`src/pkg/sps_pkg.sv`:
```
package sps_pkg;
	// register numbers inside the register file
	localparam logic [7:0] PAGE_SEL_ADDR = 8'hea;
	localparam logic [7:0] OP_MODE_ADDR = 8'heb;
	localparam logic [7:0] USP_HIGH_ADDR = 8'hec;
	localparam logic [7:0] USP_LOW_ADDR = 8'hed;
	localparam logic [7:0] SSP_HIGH_ADDR = 8'hee;
	localparam logic [7:0] SSP_LOW_ADDR = 8'hef;
	localparam logic [3:0] PAGED_GROUP = 4'hf;
	// page select layout
	localparam int PAGE_MSB = 7;
	localparam int PAGE_LSB = 2;
	localparam int PAGE_W = 6;
	localparam logic [5:0] PAGE_RESET = 6'h00;
	// operating mode layout
	localparam logic [7:0] MODE_RESET = 8'he0;
	localparam int SYS_STACK_LOC_BIT = 7;
	localparam int USER_STACK_LOC_BIT = 6;
	localparam int OSC_HALVING_BIT = 5;
	localparam int PRESCALE_MSB = 4;
	localparam int PRESCALE_LSB = 2;
	localparam int BUS_REQ_EN_BIT = 1;
	localparam int BUS_FLOAT_BIT = 0;
	localparam logic [15:0] SP_RESET = 16'h0000;
	// bytes queued per automatic push sequence
	localparam logic [2:0] IRQ_BYTES_SEG = 3'h4;
	localparam logic [2:0] IRQ_BYTES = 3'h3;
	localparam logic [2:0] CALLS_BYTES = 3'h3;
	localparam logic [2:0] CALL_BYTES = 3'h2;

	typedef enum logic [1:0] {S_IDLE, S_PUSH, S_POP, S_POPWAIT} sps_eng_state_t;
endpackage

```
`src/pkg/sps_stk_if.sv`:
```
interface sps_stk_if;
	logic wr_hi;
	logic wr_lo;
	logic [7:0] wdata;
	logic dec;
	logic inc;
	logic internal;
	logic [15:0] ptr;
	modport owner (input wr_hi, input wr_lo, input wdata, input dec, input inc, input internal, output ptr);
	modport user (output wr_hi, output wr_lo, output wdata, output dec, output inc, output internal, input ptr);
endinterface
```
`src/logic/sps_regs.sv`:
```
////////////////////////////////////////////////////////////////////////////////
// Summary of operation
// - paged group shows one of 64 pages of 16 registers, chosen by page select
// - page select holds page 0..63 in bits 7:2; bits 1:0 read zero
// - interrupt entry never pushes page select; handlers save it themselves
// - operating mode resets to e0: internal stacks, halving on, rest zero
// - mode bit 7 puts system stack in register file when 1, memory when 0
// - mode bit 6 puts user stack in register file when 1, memory when 0
// - mode bit 5 halves the oscillator input when set
// - mode bits 4:2 prescale the core clock by one to eight
// - mode bit 1 enables the bus request pin; clear ignores it
// - mode bit 0 floats address/data lines and strobes; clear does nothing
// - lines configured as general I/O are never floated
// - stack pointers pre-decrement on push and post-increment on pop
// - a pop leaves the stack contents untouched
// - interrupt entry pushes PC and flags, plus code segment if enabled
// - call pushes PC only; segment call pushes PC and code segment
// - internal stacks use only the low pointer byte; high byte is reserved
// - system stack pointer low byte is a read/write register
module sps_regs
	import sps_pkg::*;
(
	input wire logic clk,
	input wire logic reset,
	input wire logic [7:0] reg_addr,
	input wire logic reg_wr,
	input wire logic reg_rd,
	input wire logic [7:0] reg_wdata,
	output logic [7:0] reg_rdata_q,
	output logic paged_sel_q,
	output logic [9:0] paged_addr_q,
	input wire logic irq_entry,
	input wire logic segment_push_enable_bit,
	input wire logic call_req,
	input wire logic call_seg,
	input wire logic [15:0] pc,
	input wire logic [7:0] flags,
	input wire logic [5:0] code_segment_register,
	input wire logic stk_req,
	input wire logic stk_pop,
	input wire logic stk_user,
	input wire logic stk_word,
	input wire logic [15:0] stk_wdata,
	output logic [15:0] stk_rdata_q,
	output logic stk_done_q,
	output logic engine_busy_q,
	output logic mem_wr_q,
	output logic mem_rd_q,
	output logic [15:0] mem_addr_q,
	output logic [7:0] mem_wdata_q,
	output logic mem_in_regfile_q,
	input wire logic [7:0] mem_rdata,
	output logic internal_core_clock_tick_q,
	input wire logic bus_request_pin,
	output logic bus_request_grant_q,
	input wire logic [7:0] port_io_mask,
	output logic [7:0] addr_data_float_q,
	output logic strobe_float_q
);
	import sps_pkg::*;

	typedef struct packed {
		logic [PAGE_W-1:0] page;
		logic [7:0] mode;
		logic [7:0] rdata;
		logic paged_sel;
		logic [9:0] paged_addr;
		logic [1:0] brq_sync;
		logic bus_grant;
		logic [7:0] ad_float;
		logic strobe_float;
		logic [4:0] div_cnt;
		logic clk_tick;
		sps_eng_state_t st;
		logic [3:0][7:0] queue;
		logic [2:0] left;
		logic user;
		logic mem_wr;
		logic mem_rd;
		logic [15:0] mem_addr;
		logic [7:0] mem_wdata;
		logic mem_regfile;
		logic [15:0] pop_data;
		logic done;
		logic busy;
	} sps_main_state_t;

	sps_main_state_t q;
	sps_main_state_t d;

	sps_stk_if usr_if ();
	sps_stk_if sys_if ();

	logic [15:0] cur_ptr;
	logic cur_int;
	logic [4:0] div_last;

	////////////////////////////////////////////////////////////////////////////////
	sps_stack_ptr u_user_sp (
		.clk(clk),
		.reset(reset),
		.sp(usr_if.owner)
	);

	sps_stack_ptr u_sys_sp (
		.clk(clk),
		.reset(reset),
		.sp(sys_if.owner)
	);

	////////////////////////////////////////////////////////////////////////////////
	always_comb begin
		d = q;
		d.done = 1'b0;
		d.mem_wr = 1'b0;
		d.mem_rd = 1'b0;
		cur_ptr = q.user ? usr_if.ptr : sys_if.ptr;
		cur_int = q.user ? q.mode[USER_STACK_LOC_BIT] : q.mode[SYS_STACK_LOC_BIT];
		usr_if.wr_hi = 1'b0;
		usr_if.wr_lo = 1'b0;
		sys_if.wr_hi = 1'b0;
		sys_if.wr_lo = 1'b0;
		usr_if.wdata = reg_wdata;
		sys_if.wdata = reg_wdata;
		usr_if.internal = q.mode[USER_STACK_LOC_BIT];
		sys_if.internal = q.mode[SYS_STACK_LOC_BIT];
		usr_if.dec = (q.st == S_PUSH) && q.user;
		sys_if.dec = (q.st == S_PUSH) && !q.user;
		usr_if.inc = (q.st == S_POP) && q.user;
		sys_if.inc = (q.st == S_POP) && !q.user;

		// register writes
		if (reg_wr) begin
			case (reg_addr)
				PAGE_SEL_ADDR: d.page = reg_wdata[PAGE_MSB:PAGE_LSB];
				OP_MODE_ADDR: d.mode = reg_wdata;
				USP_HIGH_ADDR: usr_if.wr_hi = 1'b1;
				USP_LOW_ADDR: usr_if.wr_lo = 1'b1;
				SSP_HIGH_ADDR: sys_if.wr_hi = 1'b1;
				SSP_LOW_ADDR: sys_if.wr_lo = 1'b1;
				default: d.page = q.page;
			endcase
		end

		// register reads, answered one cycle later; unmapped numbers read zero
		if (reg_rd) begin
			case (reg_addr)
				PAGE_SEL_ADDR: d.rdata = {q.page, 2'b00};
				OP_MODE_ADDR: d.rdata = q.mode;
				USP_HIGH_ADDR: d.rdata = usr_if.ptr[15:8];
				USP_LOW_ADDR: d.rdata = usr_if.ptr[7:0];
				SSP_HIGH_ADDR: d.rdata = sys_if.ptr[15:8];
				SSP_LOW_ADDR: d.rdata = sys_if.ptr[7:0];
				default: d.rdata = 8'h00;
			endcase
		end

		// group f accesses are steered to the selected page
		d.paged_sel = (reg_rd || reg_wr) && (reg_addr[7:4] == PAGED_GROUP);
		d.paged_addr = {q.page, reg_addr[3:0]};

		// float only lines used as bus; general I/O lines keep driving
		d.ad_float = q.mode[BUS_FLOAT_BIT] ? ~port_io_mask : 8'h00;
		d.strobe_float = q.mode[BUS_FLOAT_BIT];

		// the pin is asynchronous: two flops before the enable gate
		d.brq_sync = {q.brq_sync[0], bus_request_pin};
		d.bus_grant = q.mode[BUS_REQ_EN_BIT] & q.brq_sync[1];

		// core clock tick: (prescale + 1) times 2 when halving
		div_last = 5'((({2'b00, q.mode[PRESCALE_MSB:PRESCALE_LSB]} + 5'h01)
			<< q.mode[OSC_HALVING_BIT]) - 5'h01);
		if (q.div_cnt >= div_last) begin
			d.div_cnt = 5'h00;
			d.clk_tick = 1'b1;
		end else begin
			d.div_cnt = q.div_cnt + 5'h01;
			d.clk_tick = 1'b0;
		end

		// stack engine: one byte per cycle on push, two cycles per byte on pop
		unique case (q.st)
			S_IDLE: begin
				if (irq_entry) begin
					// page select is deliberately not part of the frame
					d.queue = {{2'b00, code_segment_register}, flags, pc[15:8], pc[7:0]};
					d.left = segment_push_enable_bit ? IRQ_BYTES_SEG : IRQ_BYTES;
					d.user = 1'b0;
					d.st = S_PUSH;
				end else if (call_req) begin
					d.queue = {8'h00, {2'b00, code_segment_register}, pc[15:8], pc[7:0]};
					d.left = call_seg ? CALLS_BYTES : CALL_BYTES;
					d.user = 1'b0;
					d.st = S_PUSH;
				end else if (stk_req) begin
					d.user = stk_user;
					d.left = stk_word ? 3'h2 : 3'h1;
					if (stk_pop) begin
						d.pop_data = 16'h0000;
						d.st = S_POP;
					end else begin
						// low byte first so the high byte ends at the lower address
						d.queue = {16'h0000, stk_wdata[15:8], stk_wdata[7:0]};
						d.st = S_PUSH;
					end
				end
			end
			S_PUSH: begin
				d.mem_wr = 1'b1;
				d.mem_regfile = cur_int;
				d.mem_addr = cur_int ? {8'h00, cur_ptr[7:0] - 8'h01} : cur_ptr - 16'h0001;
				d.mem_wdata = q.queue[0];
				d.queue = {8'h00, q.queue[3:1]};
				d.left = q.left - 3'h1;
				if (q.left == 3'h1) begin
					d.st = S_IDLE;
					d.done = 1'b1;
				end
			end
			S_POP: begin
				// read only: the popped location keeps its byte
				d.mem_rd = 1'b1;
				d.mem_regfile = cur_int;
				d.mem_addr = cur_int ? {8'h00, cur_ptr[7:0]} : cur_ptr;
				d.left = q.left - 3'h1;
				d.st = S_POPWAIT;
			end
			S_POPWAIT: begin
				d.pop_data = {q.pop_data[7:0], mem_rdata};
				if (q.left == 3'h0) begin
					d.st = S_IDLE;
					d.done = 1'b1;
				end else begin
					d.st = S_POP;
				end
			end
		endcase
		d.busy = (d.st != S_IDLE);
	end

	////////////////////////////////////////////////////////////////////////////////
	always_ff @(posedge clk) begin
		if (reset) begin
			q <= '0;
			q.page <= PAGE_RESET;
			q.mode <= MODE_RESET;
			q.st <= S_IDLE;
		end else begin
			q <= d;
		end
	end

	assign reg_rdata_q = q.rdata;
	assign paged_sel_q = q.paged_sel;
	assign paged_addr_q = q.paged_addr;
	assign stk_rdata_q = q.pop_data;
	assign stk_done_q = q.done;
	assign engine_busy_q = q.busy;
	assign mem_wr_q = q.mem_wr;
	assign mem_rd_q = q.mem_rd;
	assign mem_addr_q = q.mem_addr;
	assign mem_wdata_q = q.mem_wdata;
	assign mem_in_regfile_q = q.mem_regfile;
	assign internal_core_clock_tick_q = q.clk_tick;
	assign bus_request_grant_q = q.bus_grant;
	assign addr_data_float_q = q.ad_float;
	assign strobe_float_q = q.strobe_float;
endmodule // sps_regs

```
`src/logic/sps_stack_ptr.sv`:
```
module sps_stack_ptr
	import sps_pkg::*;
(
	input wire logic clk,
	input wire logic reset,
	sps_stk_if.owner sp
);
	typedef struct packed {
		logic [15:0] ptr;
	} sps_ptr_state_t;

	sps_ptr_state_t q;
	sps_ptr_state_t d;

	always_comb begin
		d = q;
		// software writes win; pushing a pointer onto itself is a software fault anyway
		if (sp.wr_lo || sp.wr_hi) begin
			if (sp.wr_lo) begin
				d.ptr[7:0] = sp.wdata;
			end
			if (sp.wr_hi) begin
				d.ptr[15:8] = sp.wdata;
			end
		end else if (sp.dec) begin
			if (sp.internal) begin
				d.ptr[7:0] = q.ptr[7:0] - 8'h01;
			end else begin
				d.ptr = q.ptr - 16'h0001;
			end
		end else if (sp.inc) begin
			if (sp.internal) begin
				d.ptr[7:0] = q.ptr[7:0] + 8'h01;
			end else begin
				d.ptr = q.ptr + 16'h0001;
			end
		end
	end

	always_ff @(posedge clk) begin
		if (reset) begin
			q <= '{ptr: SP_RESET};
		end else begin
			q <= d;
		end
	end

	assign sp.ptr = q.ptr;
endmodule // sps_stack_ptr

```
`config.mk`:
```
export PLATFORM = sky130hd
export DESIGN_NAME = sps_regs
export DESIGN_NICKNAME = d
export VERILOG_FILES = /design/src/pkg/sps_pkg.sv /design/src/pkg/sps_stk_if.sv /design/src/logic/sps_regs.sv /design/src/logic/sps_stack_ptr.sv
export SDC_FILE = /design/constraint.sdc
export NUM_CORES = 1
export LEC_CHECK = 0
export BUFFER_PORTS_ARGS = -buffer_cell sky130_fd_sc_hd__buf_2
export CAP_MARGIN = 20
export CORE_MARGIN = 10
export CORE_UTILIZATION = 55
export CTS_CLUSTER_DIAMETER = 50
export CTS_CLUSTER_SIZE = 16
export DETAILED_ROUTE_END_ITERATION = 7
export PLACE_DENSITY_LB_ADDON = 0.1
export SLEW_MARGIN = 30
export SYNTH_ARGS = -nofsm -noshare
export SYNTH_HDL_FRONTEND = slang
export SYNTH_SLANG_ARGS = --single-unit
```
`constraint.sdc`:
```
create_clock -name clk -period 7.58 [get_ports clk]
set_clock_uncertainty 0.1 [all_clocks]
set_input_delay 1.137 -clock clk [delete_from_list [all_inputs] [get_ports clk]]
set_output_delay 1.137 -clock clk [all_outputs]
set_load 0.01 [all_outputs]
```
======== Word level (Yosys, flattened, before mapping) ========
Index checks and enable logic that the tools add are counted.
word-level totals
  register bits after elaboration ......... 166
  input bits .............................. 91
  logic and storage cells ................. 162
operators by class
  add/subtract/negate cells ............... 14
  magnitude comparators ................... 1
  equality and inequality tests ........... 25
  shift operators ......................... 1
  muxes and demuxes ....................... 56
  bitwise operators ....................... 3
  reductions and logical operators ........ 32
operators with widths
  cell                     count
  $mux W16                 13
  $mux W38                 3
  $mux W8                  12
  $pmux W16 S2             2
  $pmux W32 S2             1
  $eq A8 B8 Y1 const B     6
  $pmux W8 S6              1
  $sub A16 B1 Y16 const B  3
  $add A16 B1 Y16 const B  2
  $mux W32                 1
  $sub A8 B1 Y8 const B    3
  $add A8 B1 Y8 const B    2
  $mux W1                  15
  $reduce_and A2 Y1        6
  $reduce_bool A2 Y1       5
  $reduce_bool A3 Y1       3
  $mux W2                  4
  $ne A2 B1 Y1 const B     4
  $ne A2 B2 Y1 const B     4
  $ne A4 B4 Y1 const B     2
  $not A8 Y8               1
  $pmux W2 S4              1
  $reduce_and A4 Y1        2
  $ne A3 B2 Y1 const B     2
  24 further kinds         34

======== Logic depth before layout (Yosys ltp) ========
Gate-level depths: netlist of the first run.
  word-level depth ........................ 6
  mapped depth ............................ 12

======== By module ========
A second synthesis of the first run with hierarchy kept.
unflattened totals
  cell total of the unflattened synthesis .. 1182
  area total of the unflattened synthesis .. 9579.2 µm²
modules (own cells, without submodules)
  module         instances  cells each  area each (µm²)
  sps_regs       1          844         7001.7
  sps_stack_ptr  2          169         1288.7

======== Worst setup path after synthesis of the first run ========
No wires, ideal clock.
  kind .................................... flip-flop to flip-flop
  start point ............................. reg q[45] (netlist name)
  end point ............................... reg q, in the netlist mem_addr_q[12]
  setup time .............................. 0.117 ns
  data arrival time ....................... 2.657 ns
  data required time ...................... 7.363 ns
  setup slack ............................. 4.705 ns
  stages on the path, launching flop included .. 12
  buffers on the path ..................... 4
  cells stage by stage .................... dfxtp_1 -> buf_2 -> buf_4 -> buf_4 -> buf_2 -> mux2i_1 -> ha_1 -> nor2b_1 -> o211a_1 -> nand3_1 -> or3_1 -> a32o_1
between the ends
  longest elaborated chain between the ends .. 4
RTL lines
  what                line             RTL
  start: declaration  sps_regs.sv:88   sps_main_state_t q;
  $mux W16            sps_regs.sv:117  cur_ptr = q.user ? usr_if.ptr : sys_if.ptr;
  $sub A16 B1 Y16     sps_regs.sv:211  d.mem_addr = cur_int ? {8'h00, cur_ptr[7:0] - 8'h01} : cur_ptr - 16'h0001;
  $mux W16            sps_regs.sv:211
  $pmux W16 S2 *      sps_regs.sv:182  unique case (q.st)
Mark *: on every way between the ends. The rest lies on a longest branch, timed or not.
A chain may end at the register's enable or synchronous reset.

======== Final worst setup path of the first run ========
  start point ............................. reg q[82] (netlist name)
  end point ............................... reg u_sys_sp.q, in the netlist u_sys_sp.sp.ptr[14]
between the ends
  longest elaborated chain between the ends .. 4
RTL lines
  what                                                            line                              RTL
  $eq A2 B2 Y1 or $eq A2 B1 Y1 (tied branches)                    sps_regs.sv:130, sps_regs.sv:128
  $logic_and A1 B1 Y1, on equally long branches                   sps_regs.sv:130, sps_regs.sv:128
  $ne A3 B2 Y1 (no source line), or another cell as far along     --
  $reduce_and A4 Y1 (no source line) or $mux W16 (tied branches)  --
  end signal: assignment                                          sps_stack_ptr.sv:42               q <= '{ptr: SP_RESET};
  end: declaration                                                sps_stack_ptr.sv:12               sps_ptr_state_t q;
Several ways; a longest one is shown, not always the timed one.

==> results.sh, run 1 <==
export IMPL_power_frac_clock_pct=37.5
export IMPL_p_int_mw=1.54
export IMPL_via_per_inst=5.96
export IMPL_crit_end="u_sys_sp.sp.ptr[14]"
export IMPL_rrSetupSlack_ns=4.32
export IMPL_synthCells=1215
export IMPL_layout_drive_gt1_share_pct=18.5
export IMPL_n_antenna_cell=0
export IMPL_clk_pin_slew_ns=0.07
export IMPL_relSlewSlack_pct=39.7
export IMPL_worst_slew_pin_slew_ns=0.904
export IMPL_firstDrtPassIters=5
export IMPL_r2r_start="q[82]"
export IMPL_final_area_mm2=0.0103
export IMPL_synthAdderAreaFrac_pct=2.67
export IMPL_port_buffers=165
export IMPL_grt_pass1_vias=7911
export IMPL_synth_seq_cells=164
export IMPL_worst_path_max_fanout=51
export IMPL_grt_overflow=0
export IMPL_insertion_delay_ns=0.43
export IMPL_place_congestion=0.974
export IMPL_pwr_share_comb_pct=19.8
export IMPL_ys_types=76
export IMPL_hp_class="flop to flop"
export IMPL_antenna_found_initial=0
export IMPL_rsz0062_at_grt="false"
export IMPL_worstSetupPathType="flop to flop"
export IMPL_nNetsFinal=1359
export IMPL_r2r_end="u_sys_sp.sp.ptr[14]"
export IMPL_critPathLaunchType="flop"
export IMPL_swShare_pct=30.7
export IMPL_cts_htree_levels=4
export IMPL_drt_iter0_markers=990
export IMPL_status="complete, no violations"
export IMPL_synth_mux_area_share_pct=4.56
export IMPL_grt_start_max_net_pins=83
export IMPL_die_width_um=151
export IMPL_synth_compound_area_share_pct=21.7
export IMPL_setup_violations=0
export IMPL_routed_wl_mm=27.6
export IMPL_clock_sinks=164
export IMPL_cp_required_ns=7.84
export IMPL_yosys_area_share_xor_xnor_pct=1.68
export IMPL_period_needed_ns=3.26
export IMPL_pin_count=166
export IMPL_synthFlopType="dfxtp_1"
export IMPL_cts_buffers=17
export IMPL_dieArea_mm2=0.0227
export IMPL_ys_warn_count=0
export IMPL_crit_start="q[82]"
export IMPL_power_density_mw_per_mm2=217
export IMPL_yosysTopAreaCell="dfxtp_1"
export IMPL_yosysSeqAreaShare_pct=35.0
export IMPL_synth_nets=1326
export IMPL_tns_ns=0
export IMPL_grt_util_all_layers_pct=23.2
export IMPL_rows=47
export IMPL_hpwl_mm=19.8
export IMPL_start_util_pct=56.3
export IMPL_cts_root_buf="clkbuf_16"
export IMPL_peakVddDrop_uv=166
export IMPL_fin_ws_ns=4.32
export IMPL_hold_buffers=0
export IMPL_syn_to_final_growth_pct=9.36
export IMPL_syn_cell_area_mm2=0.00938
export IMPL_async_flop_share_pct=0
export IMPL_synth_simple_gate_area_share_pct=24.2
export IMPL_cts_setup_buffers=0
export IMPL_synth_area_leaders="dfxtp_1 35%, nand2_1 7.6%, a21oi_1 6.0%"
export IMPL_seq_power_share_pct=42.7
export IMPL_synth_top_area_share_pct=35.0
export IMPL_postCtsResizedCells=0
export IMPL_cp_arrival_ns=3.52
export IMPL_vias=8828
export IMPL_synth_edf_count=0
export IMPL_drc_errors=0
export IMPL_p_switching_mw=0.683
export IMPL_ctsLongestPathBuffers=2
export IMPL_worst_r2r_path_depth=9
export IMPL_dieHeight_um=151
export IMPL_synth_top_family_by_area="simple AND/OR/NAND/NOR gates"
export IMPL_grt_pass1_wl_mm=42.7
export IMPL_cts_tree="built"
export IMPL_fmax_mhz=307
export IMPL_slew_violations=0
export IMPL_p_leak_nw=4.13
export IMPL_wire_per_inst_um=18.6
export IMPL_pre_cts_ws_ns=4.10
export IMPL_place_area_mm2=0.00968
export IMPL_post_route_period_util_pct=43.0
export IMPL_postSynthAreaPerCell_um2=7.72
export IMPL_hold_violations=0
export IMPL_maxCapViolCount=0
export IMPL_end_kind="flop"
export IMPL_drt_antenna_violating_nets=0
export IMPL_core_area_mm2=0.0166
## worst min-delay path by stage
stage,start,endpoint,slack (ns),cells after the start
floorplan,d[100],q[100],0.31,1
global placement,reg_rdata_q[1],reg_rdata_q[1],0.33,2
detailed placement,reg_rdata_q[5],reg_rdata_q[5],0.34,2
CTS,stk_rdata_q[9],stk_rdata_q[9],0.35,2
global route,d[100],q[100],0.36,1
finish,stk_rdata_q[9],stk_rdata_q[9],0.35,2
## worst max-delay path, stage by stage (launching register included)
cell,delay (ns)
dfxtp_1,0.34
inv_1,0.12
ha_2,0.59
buf_4,0.51
nor2b_1,0.50
nor4_1,0.14
nor2_1,0.40
o21ai_0,0.17
a21bo_2,0.23
a21oi_1,0.11
## sequential cells by signal (all words and copies together), names as in the netlist, 8 cells and up
name and count:
d 8, u_user_sp.sp.ptr 16, stk_rdata_q 16, q 49
reg_rdata_q 8, addr_data_float_q 8, u_sys_sp.sp.ptr 16, mem_addr_q 16
mem_wdata_q 8, paged_addr_q 10
## power groups by stage
| stage | Combinational [mW] | Sequential (mW) | Clock (mW) |
|---|---|---|---|
| after detailed placement | 0.437 | 0.968 | 0 |
| after global placement | 0.432 | 0.967 | 0 |
| final | 0.441 | 0.950 | 0.835 |
| after floorplan | 0.335 | 0.950 | 0 |
| after CTS | 0.440 | 0.949 | 0.848 |
| after global routing | 0.492 | 0.956 | 0.879 |
## cell usage after synthesis, types with 7 or more instances
| cell | number |
|---|---|
| inv_1 | 21 |
| clkbuf_1 | 71 |
| o21a_1 | 8 |
| a21oi_1 | 112 |
| buf_1 | 8 |
| o22ai_1 | 7 |
| o21ai_0 | 67 |
| xnor2_1 | 13 |
| o31ai_1 | 10 |
| and3_1 | 32 |
| nor3_1 | 29 |
| nand4_1 | 9 |
| buf_2 | 11 |
| mux2i_1 | 36 |
| a31oi_1 | 7 |
| nand2_1 | 191 |
| nand3_1 | 63 |
| nor2_1 | 74 |
| a32o_1 | 10 |
| buf_4 | 68 |
| ha_1 | 20 |
| or3_1 | 10 |
| a21o_1 | 10 |
| nor2b_1 | 22 |
| a22o_1 | 13 |
| a22oi_1 | 13 |
| dfxtp_1 | 164 |
## final cells by class
class | instances | area [um^2]
flip-flops and latches | 164 | 3280
inverters | 22 | 82.6
clock inverters | 14 | 146
well taps | 220 | 275
repair buffers | 173 | 888
clock buffers | 17 | 425
multi-input cells | 870 | 5150
fillers | 1567 | 6390
## cells in the final DEF (no fill, tap or decap), types with 7 or more instances in the layout
master	n
ha_1	19
buf_2	164
nor2b_1	22
o21ai_0	66
buf_4	9
a32o_1	10
or3_1	10
nor2_1	73
a22oi_1	13
a21o_1	10
mux2i_1	36
nand2_1	191
nor3_1	29
nand3_1	63
a21oi_1	112
o31ai_1	10
o21a_1	7
and3_1	32
inv_1	21
o22ai_1	7
dfxtp_1	163
clkbuf_16	17
xnor2_1	13
a22o_1	13
a31oi_1	7
nand4_1	9
## metal layers
metal | up-vias | global-route usage [%] | part of all wire, %
met1 | 4060 | 31.7 | 44
li1 | 4315 | - | -
met2 | 422 | 35.8 | 45
met5 | - | 0 | 0
met3 | 31 | 5.61 | 10
met4 | 0 | 5.98 | 1.3
## stage by stage
step / utilization (%) / hold slack, ns / total power [mW] / cells
after floorplan: - / 0.314 / 1.29 / 1215
after global placement: 58.1 / 0.332 / 1.40 / 1449
after detailed placement: 58.2 / 0.338 / 1.41 / 1449
after CTS: 61.6 / 0.349 / 2.24 / 1480
after global routing: 61.6 / 0.361 / 2.33 / 1480
final: 61.6 / 0.347 / 2.23 / 1480
## kinds of logic after synthesis
group,Yosys count
simple gates,475
compound gates,317
buf+inv,181
flops,164
mux,40
fa+ha+maj,20
xor+xnor,18
Note: power is estimated with default switching activity, not from simulation.
==> run 2, diff against run 1 <==
- CORE_UTILIZATION: 55 -> 51
- clock period: 7.58 -> 2.85 ns (I/O delays scaled with it)
==> run 2 against run 1 <==
  * Sequential share of layout area fell by 0.83 points
  * Register-to-register slack lost 4.1 ns
  * Routed wire length rose by 5.1%
  * Sequential power rose to 2.7 times the previous value
  * Final area rose by 2.6%
  * Maximum frequency rose by 25%
  * First-iteration DRC count decreased by 25%
  * Critical path depth rose by 1
  * Total power rose to 2.8 times the previous value
  * Largest cell class unchanged
  * Clock power grew to 2.9 times the previous value
==> results.sh, run 2 (synthesis gave the netlist of run 1 again) <==
export IMPL_postCtsResizedCells=0
export IMPL_start_util_pct=52.0
export IMPL_worst_slew_pin_slew_ns=0.754
export IMPL_grt_pass1_vias=8246
export IMPL_drt_iter0_markers=745
export IMPL_status="complete, no violations"
export IMPL_met2_usage_pct=33.1
export IMPL_worst_path_max_fanout=8
export IMPL_layout_commonest_cell="nand2_1"
export IMPL_cpPeakStageDelay_ns=0.46
export IMPL_n_antenna_cell=0
export IMPL_grt_pass1_wl_mm=45.2
export IMPL_end_kind="flop"
export IMPL_path_cells="ha_1, nand2b_1, nand3b_1, o21ai_0, mux2_2, a22oi_1, ha_1, a21o_1, a21o_1, and2_1"
export IMPL_grt_util_all_layers_pct=22.9
export IMPL_fin_ws_ns=0.241
export IMPL_pre_cts_ws_ns=0.251
export IMPL_hold_violations=0
export IMPL_timing_hold_ws_ns=0.0278
export IMPL_place_congestion=1.01
export IMPL_r2r_start="q[123]"
export IMPL_finalPower_mw=6.19
export IMPL_cts_buffers=17
export IMPL_clk_pin_slew_ns=0.08
export IMPL_top_usage_layer="met2"
export IMPL_dpl_cell_count=1487
export IMPL_ctsLongestPathBuffers=2
export IMPL_insertion_delay_ns=0.44
export IMPL_critPathLaunchType="flop"
export IMPL_layout_drive_gt1_share_pct=20.2
export IMPL_period_needed_ns=2.61
export IMPL_drc_errors=0
export IMPL_met3_usage_pct=6.95
export IMPL_rows=49
export IMPL_rsz0062_at_grt="false"
export IMPL_firstDrtPassIters=5
export IMPL_vias=8917
export IMPL_cp_required_ns=3.09
export IMPL_final_area_mm2=0.0105
export IMPL_crit_start="q[123]"
export IMPL_slew_violations=0
export IMPL_cts_htree_levels=4
export IMPL_p_leak_nw=4.30
export IMPL_cts_root_buf="clkbuf_16"
export IMPL_clock_sinks=164
export IMPL_antenna_found_initial=0
export IMPL_hp_class="input pin to flop"
export IMPL_worstSetupPathType="flop to flop"
export IMPL_dieArea_mm2=0.0242
export IMPL_grt_overflow=0
export IMPL_cts_setup_buffers=0
export IMPL_wire_per_inst_um=19.1
export IMPL_drt_antenna_violating_nets=0
export IMPL_power_density_mw_per_mm2=588
export IMPL_cts_tree="built"
export IMPL_min_delay_start="port_io_mask[3]"
export IMPL_cp_slowest_cell="dfxtp_1"
export IMPL_grt_start_max_net_pins=60
export IMPL_met1_usage_pct=31.4
export IMPL_dieHeight_um=156
export IMPL_core_area_mm2=0.0180
export IMPL_finalCoreUtilization_pct=58.4
export IMPL_mostFrequentLayoutCells="191 x nand2_1, 164 x buf_2, 163 x dfxtp_1, 112 x a21oi_1, 74 x nor2_1"
export IMPL_routed_wl_mm=29.0
export IMPL_post_route_period_util_pct=91.6
export IMPL_largest_register="q"
export IMPL_setup_violations=0
export IMPL_nNetsFinal=1388
export IMPL_instances_no_fill=1519
export IMPL_via_per_inst=5.87
export IMPL_tns_ns=0
export IMPL_largest_register_ffs=49
export IMPL_die_width_um=156
export IMPL_cp_arrival_ns=2.85
export IMPL_maxCapViolCount=0
export IMPL_hold_buffers=0
export IMPL_place_area_mm2=0.00990
export IMPL_relSlewSlack_pct=49.6
export IMPL_hpwl_mm=21.1
export IMPL_pin_count=166
export IMPL_n_fill_cell=1709
export IMPL_syn_to_final_growth_pct=12.3
export IMPL_port_buffers=165
export IMPL_fmax_mhz=383
export IMPL_peakVddDrop_uv=480
-- run 2: final cells by class --
class	count	area [um^2]	area share (%)
multi-input combinational	870	5140	48.9
sequential	164	3280	31.2
timing repair buffer	202	1110	10.5
clock buffer	18	439	4.17
tap	229	287	2.72
clock inverter	14	183	1.74
inverter	22	82.6	0.785
-- run 2: power breakdown --
part | switching, mW | total (mW) | internal (mW)
combinational | 0.731 | 1.22 | 0.486
clock | 1.08 | 2.44 | 1.36
sequential | 0.115 | 2.53 | 2.41
-- run 2: final timing paths --
path,to,slack (ns),depth (start not counted)
max,internal_core_clock_tick_q,0.24,10
min,addr_data_float_q[3],0.03,2
max reg2reg,internal_core_clock_tick_q,0.24,10
min reg2reg,reg_rdata_q[4],0.35,2
-- run 2: critical path, delay by kind of cell, from the launching register on --
family / cells / cell delay (ns)
and+or+nand+nor: 3 / 0.48
adders and majority gates: 2 / 0.60
DFF: 1 / 0.46
muxes: 1 / 0.27
AOI/OAI and AO/OA: 4 / 0.60
-- run 2: per-layer routing --
layer	routed length [um]	up-vias	part of all wire (%)
met3	2640	50	9.1
met1	13200	4142	46
met4	583	0	2.0
met2	12600	355	43
met5	0	-	0
li1	-	4370	-
